File: src/design/third_port_pkg.sv
// constants shared by the third bidirectional port
package third_port_pkg;
	localparam int          PORT_WIDTH       = 8;
	localparam int          ADDR_WIDTH       = 4;
	localparam logic [3:0]  OFS_PIN_DATA     = 4'h0;
	localparam logic [3:0]  OFS_DIRECTION    = 4'h4;
	localparam logic [3:0]  OFS_ANALOG_SEL   = 4'h8;
	localparam logic [3:0]  OFS_MODE_CTRL    = 4'hc;
	localparam logic [7:0]  DIRECTION_RESET  = 8'hff;
	localparam logic [7:0]  ANALOG_RESET     = 8'h00;
	localparam logic [7:0]  LATCH_CLEAR      = 8'h00;
	localparam int          BIT_LP_MODE      = 0;
	localparam logic [1:0]  LP_FORCED_BITS   = 2'h3;
	localparam logic [31:0] UNMAPPED_READ    = 32'h0000_0000;
	localparam int          SYNC_STAGES      = 2;
endpackage : third_port_pkg

File: src/design/pin_sync.sv
// two-flop synchroniser for one port pin
`timescale 1ns/1ps
`default_nettype none
module pin_sync
	import third_port_pkg::*;
(
	// clock and reset
	input  wire logic clk_sys,
	input  wire logic rst_n,
	// pin level in, synchronised level out
	input  wire logic pin_async,
	output var  logic pin_synced
);
	logic meta_ff;
	logic sync_ff;

	// first flop is read by the second only
	always_ff @(posedge clk_sys or negedge rst_n) begin
		if (!rst_n) begin
			meta_ff <= 1'b0;
			sync_ff <= 1'b0;
		end else begin
			meta_ff <= pin_async;
			sync_ff <= meta_ff;
		end
	end

	assign pin_synced = sync_ff;
endmodule : pin_sync
`default_nettype wire

File: src/design/bidirectional_port_c.sv
// eight-pin bidirectional port with direction, latch and pin readback
// What this block does
// - eight pins, own latch and direction bit
// - direction one tri-states the pin driver
// - direction zero drives latch onto pin
// - data read returns sampled pin levels
// - data write updates latch, driven if output
// - masked data writes are read-modify-write of pins
// - bit writes copy other sampled pins in
// - direction still controls drivers for analog
// - analog pins read back as zero
// - low-power crystal mode reads direction[1:0] as one
// - direction bits read/write, reset to ones
// - latch undefined at power-on, read/write; here only written, since data reads return pin levels
//
// The Avalon-MM slave port and the placing of the registers were chosen for this implementation.
`timescale 1ns/1ps
`default_nettype none
module bidirectional_port_c
	import third_port_pkg::*;
(
	// clock, bus reset and power-on reset
	input  wire logic        clk_sys,
	input  wire logic        rst_n,
	input  wire logic        por_n,
	// avalon-mm slave
	input  wire logic [3:0]  avs_address,
	input  wire logic        avs_read,
	input  wire logic        avs_write,
	input  wire logic [31:0] avs_writedata,
	input  wire logic [3:0]  avs_byteenable,
	output var  logic [31:0] avs_readdata,
	output logic             avs_waitrequest,
	output logic [1:0]       avs_response,
	// pin bit-write helper: mask selects bits to take from writedata; an all-zero mask takes all eight
	input  wire logic [7:0]  bit_write_mask,
	// peripheral override per pin
	input  wire logic [7:0]  periph_enable,
	input  wire logic [7:0]  periph_out,
	input  wire logic [7:0]  periph_oe,
	// pins
	input  wire logic [7:0]  third_port_pin_bits_in,
	output logic [7:0]       third_port_pin_bits_out,
	output logic [7:0]       third_port_pin_bits_oe,
	// synchronised pin levels for peripherals
	output logic [7:0]       pin_level
);
	logic [7:0]  latch_ff;
	logic [7:0]  third_port_direction_bits_ff;
	logic [7:0]  analog_sel_ff;
	logic        low_power_crystal_osc_mode_ff;
	logic        ack_ff;
	logic [31:0] rdata_ff;
	logic [7:0]  pin_sync_lvl;

	// synchronise every pin before any logic reads it
	genvar g;
	generate
		for (g = 0; g < PORT_WIDTH; g++) begin : g_sync
			pin_sync u_sync (
				.clk_sys    (clk_sys),
				.rst_n      (rst_n),
				.pin_async  (third_port_pin_bits_in[g]),
				.pin_synced (pin_sync_lvl[g])
			);
		end
	endgenerate

	// digital input path: analog pins read zero
	wire [7:0] pin_read_val = pin_sync_lvl & ~analog_sel_ff;
	assign pin_level = pin_read_val;

	// bus decode; one wait cycle then a one-cycle acknowledge
	wire        req        = avs_read | avs_write;
	wire        hit_data   = (avs_address == OFS_PIN_DATA);
	wire        hit_dir    = (avs_address == OFS_DIRECTION);
	wire        hit_ana    = (avs_address == OFS_ANALOG_SEL);
	wire        hit_mode   = (avs_address == OFS_MODE_CTRL);
	wire        mapped     = hit_data | hit_dir | hit_ana | hit_mode;
	wire        lane0      = avs_byteenable[0];
	wire        wr_take    = avs_write & ~ack_ff & lane0;
	assign avs_waitrequest = req & ~ack_ff;
	assign avs_response    = 2'h0;

	// read-modify-write: unmasked bits come from sampled pins, not the latch
	wire [7:0] mask_eff  = (bit_write_mask == 8'h00) ? 8'hff : bit_write_mask;
	wire [7:0] rmw_value = (avs_writedata[7:0] & mask_eff)
		| (pin_read_val & ~mask_eff);

	// direction readback with low-power crystal override
	wire [7:0] dir_read = low_power_crystal_osc_mode_ff
		? {third_port_direction_bits_ff[7:2], LP_FORCED_BITS}
		: third_port_direction_bits_ff;

	wire [7:0] read_mux = hit_data ? pin_read_val
		: hit_dir  ? dir_read
		: hit_ana  ? analog_sel_ff
		: hit_mode ? {7'h00, low_power_crystal_osc_mode_ff}
		: 8'h00;

	// acknowledge toggles once per request so the master sees one answer
	always_ff @(posedge clk_sys or negedge rst_n) begin
		if (!rst_n) begin
			ack_ff   <= 1'b0;
			rdata_ff <= UNMAPPED_READ;
		end else begin
			ack_ff   <= req & ~ack_ff;
			// unmapped reads must return zero, not the previous answer
			rdata_ff <= (avs_read & ~ack_ff)
				? (mapped ? {24'h000000, read_mux} : UNMAPPED_READ)
				: rdata_ff;
		end
	end
	assign avs_readdata = rdata_ff;

	// control registers on the ordinary reset
	always_ff @(posedge clk_sys or negedge rst_n) begin
		if (!rst_n) begin
			third_port_direction_bits_ff  <= DIRECTION_RESET;
			analog_sel_ff                 <= ANALOG_RESET;
			low_power_crystal_osc_mode_ff <= 1'b0;
		end else if (wr_take) begin
			if (hit_dir)
				third_port_direction_bits_ff <= avs_writedata[7:0];
			if (hit_ana)
				analog_sel_ff <= avs_writedata[7:0];
			if (hit_mode)
				low_power_crystal_osc_mode_ff <= avs_writedata[BIT_LP_MODE];
		end
	end

	// output latch: only power-on clears it; undefined contents are modelled as zero
	always_ff @(posedge clk_sys or negedge por_n) begin
		if (!por_n)
			latch_ff <= LATCH_CLEAR;
		else if (wr_take && hit_data)
			latch_ff <= rmw_value;
	end

	// pin drivers: direction governs even analog pins; peripherals win
	wire [7:0] port_oe = ~third_port_direction_bits_ff;
	assign third_port_pin_bits_oe  = (periph_enable & periph_oe)
		| (~periph_enable & port_oe);
	assign third_port_pin_bits_out = (periph_enable & periph_out)
		| (~periph_enable & latch_ff);

	// checks
	a_input_tristate: assert property (@(posedge clk_sys) disable iff (!rst_n)
		(third_port_direction_bits_ff == 8'hff && periph_enable == 8'h00)
		|-> third_port_pin_bits_oe == 8'h00)
		else $error("input pin driven");
	a_output_drives: assert property (@(posedge clk_sys) disable iff (!rst_n)
		(periph_enable == 8'h00)
		|-> (third_port_pin_bits_out & third_port_pin_bits_oe)
			== (latch_ff & ~third_port_direction_bits_ff))
		else $error("output pin not showing latch");
	a_read_pins: assert property (@(posedge clk_sys) disable iff (!rst_n)
		(avs_read && hit_data && !ack_ff)
		|=> avs_readdata[7:0] == $past(pin_sync_lvl & ~analog_sel_ff))
		else $error("data read not pin level");
	a_write_latch: assert property (@(posedge clk_sys) disable iff (!rst_n || !por_n)
		(avs_write && hit_data && !ack_ff && lane0 && bit_write_mask == 8'h00)
		|=> latch_ff == $past(avs_writedata[7:0]))
		else $error("latch missed write");
	a_rmw_others: assert property (@(posedge clk_sys) disable iff (!rst_n || !por_n)
		(avs_write && hit_data && !ack_ff && lane0 && bit_write_mask != 8'h00)
		|=> (latch_ff & ~$past(bit_write_mask))
			== ($past(pin_read_val) & ~$past(bit_write_mask)))
		else $error("bit write lost pin levels");
	a_analog_zero: assert property (@(posedge clk_sys) disable iff (!rst_n)
		(pin_level & analog_sel_ff) == 8'h00)
		else $error("analog pin read nonzero");
	a_lp_dir_ones: assert property (@(posedge clk_sys) disable iff (!rst_n)
		(avs_read && hit_dir && !ack_ff && low_power_crystal_osc_mode_ff)
		|=> avs_readdata[1:0] == 2'h3)
		else $error("low-power direction bits not one");
	a_periph_wins: assert property (@(posedge clk_sys) disable iff (!rst_n)
		((periph_enable & (third_port_pin_bits_oe ^ periph_oe)) == 8'h00)
		&& ((periph_enable & periph_oe & (third_port_pin_bits_out ^ periph_out)) == 8'h00))
		else $error("peripheral override lost");
	a_one_answer: assert property (@(posedge clk_sys) disable iff (!rst_n)
		(req && !avs_waitrequest) |=> ack_ff == 1'b0)
		else $error("double acknowledge");

	// bus timing: one wait state, answer held until the next read
	a_wait_first: assert property (@(posedge clk_sys) disable iff (!rst_n)
		(req && !ack_ff) |-> avs_waitrequest)
		else $error("first request cycle not stalled");
	a_resp_okay: assert property (@(posedge clk_sys) disable iff (!rst_n)
		avs_response == 2'h0)
		else $error("response code not okay");
	a_read_upper: assert property (@(posedge clk_sys) disable iff (!rst_n)
		(avs_read && !ack_ff) |=> avs_readdata[31:8] == 24'h000000)
		else $error("upper read bits not zero");
	a_unmapped_zero: assert property (@(posedge clk_sys) disable iff (!rst_n)
		(avs_read && !ack_ff && !mapped) |=> avs_readdata == UNMAPPED_READ)
		else $error("unmapped read not zero");
	a_rdata_holds: assert property (@(posedge clk_sys) disable iff (!rst_n)
		!(avs_read && !ack_ff) |=> $stable(avs_readdata))
		else $error("read data changed without a read");

	// direction register: written value lands, otherwise holds
	a_dir_write: assert property (@(posedge clk_sys) disable iff (!rst_n)
		(wr_take && hit_dir) |=> third_port_direction_bits_ff == $past(avs_writedata[7:0]))
		else $error("direction write lost");
	a_dir_hold: assert property (@(posedge clk_sys) disable iff (!rst_n)
		!(wr_take && hit_dir) |=> $stable(third_port_direction_bits_ff))
		else $error("direction changed without write");
	a_dir_read_plain: assert property (@(posedge clk_sys) disable iff (!rst_n)
		(avs_read && hit_dir && !ack_ff && !low_power_crystal_osc_mode_ff)
		|=> avs_readdata[7:0] == $past(third_port_direction_bits_ff))
		else $error("direction read mismatch");
	a_lp_dir_upper: assert property (@(posedge clk_sys) disable iff (!rst_n)
		(avs_read && hit_dir && !ack_ff)
		|=> avs_readdata[7:2] == $past(third_port_direction_bits_ff[7:2]))
		else $error("upper direction read mismatch");
	// the forced read-back must never reach the drivers
	a_oe_follows_dir: assert property (@(posedge clk_sys) disable iff (!rst_n)
		(periph_enable == 8'h00) |-> third_port_pin_bits_oe == ~third_port_direction_bits_ff)
		else $error("driver enable not from direction");

	// side registers
	a_analog_write: assert property (@(posedge clk_sys) disable iff (!rst_n)
		(wr_take && hit_ana) |=> analog_sel_ff == $past(avs_writedata[7:0]))
		else $error("analog select write lost");
	a_mode_write: assert property (@(posedge clk_sys) disable iff (!rst_n)
		(wr_take && hit_mode)
		|=> low_power_crystal_osc_mode_ff == $past(avs_writedata[BIT_LP_MODE]))
		else $error("mode write lost");

	// latch: masked bits from write data, hold otherwise, lane 0 gates all
	a_rmw_masked: assert property (@(posedge clk_sys) disable iff (!rst_n || !por_n)
		(wr_take && hit_data && bit_write_mask != 8'h00)
		|=> (latch_ff & $past(bit_write_mask))
			== ($past(avs_writedata[7:0]) & $past(bit_write_mask)))
		else $error("bit write lost data bit");
	a_latch_hold: assert property (@(posedge clk_sys) disable iff (!por_n)
		!(avs_write && !ack_ff && lane0 && hit_data) |=> $stable(latch_ff))
		else $error("latch changed without write");
	a_lane_off: assert property (@(posedge clk_sys) disable iff (!rst_n || !por_n)
		(avs_write && !ack_ff && !lane0) |=> $stable(latch_ff)
			&& $stable(third_port_direction_bits_ff))
		else $error("write without lane 0 took effect");
endmodule : bidirectional_port_c
`default_nettype wire

File: config.mk
export PLATFORM = sky130hd
export DESIGN_NAME = bidirectional_port_c
export DESIGN_NICKNAME = d
export VERILOG_FILES = /design/src/design/third_port_pkg.sv /design/src/design/pin_sync.sv /design/src/design/bidirectional_port_c.sv
export SDC_FILE = /design/constraint.sdc
export NUM_CORES = 1
export LEC_CHECK = 0
export ABC_CLOCK_PERIOD_IN_PS = 1750
export BUFFER_PORTS_ARGS = -buffer_cell sky130_fd_sc_hd__buf_2
export CORE_UTILIZATION = 44
export CTS_CLUSTER_DIAMETER = 80
export CTS_CLUSTER_SIZE = 10
export DETAILED_ROUTE_END_ITERATION = 8
export GPL_ROUTABILITY_DRIVEN = 0
export PLACE_DENSITY = 0.81
export SLEW_MARGIN = 20
export SYNTH_ARGS = -nofsm -noshare
export SYNTH_HDL_FRONTEND = slang
export SYNTH_SLANG_ARGS = --single-unit
File: constraint.sdc
create_clock -name clk_sys -period 1.75 [get_ports clk_sys]
set_input_delay 0.0875 -clock clk_sys [delete_from_list [all_inputs] [get_ports clk_sys]]
set_output_delay 0.0875 -clock clk_sys [all_outputs]
set_load 0.1 [all_outputs]
==> run summary <==
Vias in the first global route: 1,739
PwrDens: 1140 nW/um^2
Worst slew pin tran: 511 ps
Synth Instances: 214
Largest net degree at the start of global routing: 43
Commonest non-fill, non-tap cell in the layout: buf_2
Final min period: 1670 ps
Fmax achieved: 599 MHz
Ports: 144
Hold WC Path Type: in -> reg
CP Max Fanout: 8
CTS clk-pin slew, worst paths: 100 ps
WP buf/inv: 0
Maximum level of the CTS H-tree: 2
Worst path max stage delay: 410 ps
Critical path endpoint category: flip-flop
# rows: 26
CTS Buf Count: 5
Routed length per instance: 13.3 um
Placed cell areas: 2960 um^2
Fillcell total: 428
Via density: 4.75
Die W: 76.8 um
Critical path data arrival time: 1870 ps
GRT Overall Usage: 0.178
Clock buffer depth: 2
WHS: 31.4 ps
Worst clock skew: 10.1 ps
Nets: 404
Share of cells above drive strength 1: 0.494
Yosys warns: 0
Leak pwr: 0.00162 uW
CTS tree: yes
Wire length of the first global-routing pass: 8220 um
# port buffers: 90
R2R cell count: 4
Core Area: 5240 um^2
Die Area: 5890 um^2
Period utilization: 0.954
Antenna Nets Post-Route: 0
Max-slew violations: 0
Status: finished, final reports clean
Post-synthesis sequential area ratio: 0.513
Grt ovf: 0
Root Driver: clkbuf_8
Synth cell types: 29
Setup-failing EPs final: 0
Die Height: 76.8 um
Worst EP required: 1950 ps
Register bit total from synthesis: 50
Reg2reg start: ack_ff
Slowest cell on crit path: dfrtp_1
HP Start: avs_writedata[1]
Final instance area: 3160 um^2
Hold path depth: 2
Clock Latency Late Sink: 310 ps
Final hold vios: 0
Worst R2R End: analog_sel_ff[6]
Post-DP HPWL: 4060 um
Area grow syn2layout: 28.4%
Initial antenna violation count: 0
Antenna cells: 0
Commonest cells after routing, fill and taps aside: buf_2, dfrtp_1, conb_1
Worst-path cell chain: nand3b_4, nor3_1, nand2_1, mux2_2
Synth Cell Area: 2460 um^2
Clock sinks: 50
RSZ-0062 raised after global routing: no
Total of max-cap violations: 0
DR vias: 1,852
Post-Route WL: 5170 um
Worst VDD drop: 0.833 mV
Worst hold path endpoint: analog_sel_ff[1]
Critical path startpoint category: flip-flop
Iteration-0 DRC Markers: 59
TritonRoute pass-1 iters: 4
Family with the most delay on the worst path: simple AND/OR/NAND/NOR gates
Slew headroom: 0.659
# DRC: 0
R2r setup slk: 80 ps
Critical path class: reg -> reg
Starting density of the core: 0.469
Avg Cell Area, Syn: 11.5 um^2
==> final cells by class <==
type | instances | area [um^2] | share of cell area
Clock buffer | 5 | 68.8 | 0.0218
Inverter | 1 | 3.75 | 0.00119
Tap cell | 70 | 87.6 | 0.0277
Sequential cell | 50 | 1260 | 0.400
Multi-Input combinational cell | 157 | 1120 | 0.354
Timing Repair Buffer | 104 | 593 | 0.188
Clock inverter | 3 | 26.3 | 0.00832
==> cell families after synthesis <==
family,after synthesis,share of synthesized area
AND/OR/NAND/NOR,48,0.116
other,1,0.00153
buffers and inverters,32,0.0952
multiplexers,39,0.171
AO/OA/AOI/OAI,44,0.103
flip-flops,50,0.513
==> layer usage <==
| metal | vias to the layer above | part of all wire | wire length, um | track usage |
|---|---|---|---|---|
| met4 | 0 | 0.023 | 119 | 0.0788 |
| met1 | 859 | 0.43 | 2230 | 0.221 |
| met3 | 11 | 0.043 | 222 | 0.0262 |
| met5 | - | 0 | 0 | 0 |
| met2 | 79 | 0.50 | 2600 | 0.307 |
| li1 | 903 | - | - | - |
==> stage by stage <==
stage	util	total power, uW	instances	setup TNS (ps)	worst slack (ps)
3_5_place_dp	0.565	2900	372	0	17.2
6_report	0.603	3600	390	0	80.1
5_1_grt	0.603	3750	390	0	0.0884
4_1_cts	0.603	3610	390	0	61.4
3_3_place_gp	0.565	2880	372	0	89.7
2_1_floorplan	-	2710	239	-47.2	-47.2
==> synth_stat cells <==
library cell  count  area, um^2
nor2b_1           9        56.3
nand2b_1          2        12.5
o221ai_1          1        8.76
a2bb2oi_1         6        52.6
a21oi_1          16        80.1
or3_2             1        7.51
a21o_1            1        7.51
buf_8             1        15.0
nor2_8            1        20.0
inv_1             1        3.75
nor4_2            2        25.0
nor3_4            1        16.3
nand3_1           1        5.00
or4_4             1        11.3
o31ai_1           1        7.51
mux2_2           25         282
conb_1            1        3.75
dfstp_2           8         210
nor3_1            1        5.00
nor2_1           11        41.3
nand2_1          17        63.8
buf_4            27         203
clkbuf_1          2        7.51
mux2i_1          14         140
nand3b_4          1        20.0
buf_2             1        5.00
a211oi_1          1        7.51
dfrtp_1          42        1050
o21ai_0          18        90.1
==> registers in the layout, indices dropped and copies added, names as in the netlist <==
register                       flops
low_power_crystal_osc_mode_ff      1
g_sync.u_sync.pin_synced           8
third_port_direction_bits_ff       8
g_sync.u_sync.meta_ff              8
avs_readdata                       8
latch_ff                           8
analog_sel_ff                      8
ack_ff                             1
==> what timing repair did <==
item / 4_1_cts / 5_1_grt
gates resized for setup: 0 / 0
endpoints found under the hold margin: 58 / 0
setup buffers: 0 / 0
hold buffers: 10 / 0
==> how the worst max path moves through the flow <==
stage	endpoint	slack, ps	startpoint	depth (start not counted)
finish	analog_sel_ff[6]	80	ack_ff	4
global route	analog_sel_ff[0]	0.09	ack_ff	4
CTS	analog_sel_ff[6]	60	ack_ff	4
detailed placement	analog_sel_ff[4]	20	avs_address[3]	4
global placement	analog_sel_ff[0]	90	avs_address[3]	4
floorplan	third_port_pin_bits_oe[0]	-50	third_port_direction_bits_ff[0]	1
==> report_power, final <==
group / total (uW) / switching (uW) / internal, uW
logic: 1460 / 1140 / 314
clock network: 707 / 410 / 297
registers: 1430 / 109 / 1320
No activity file was read; power rests on OpenSTA's default activity.
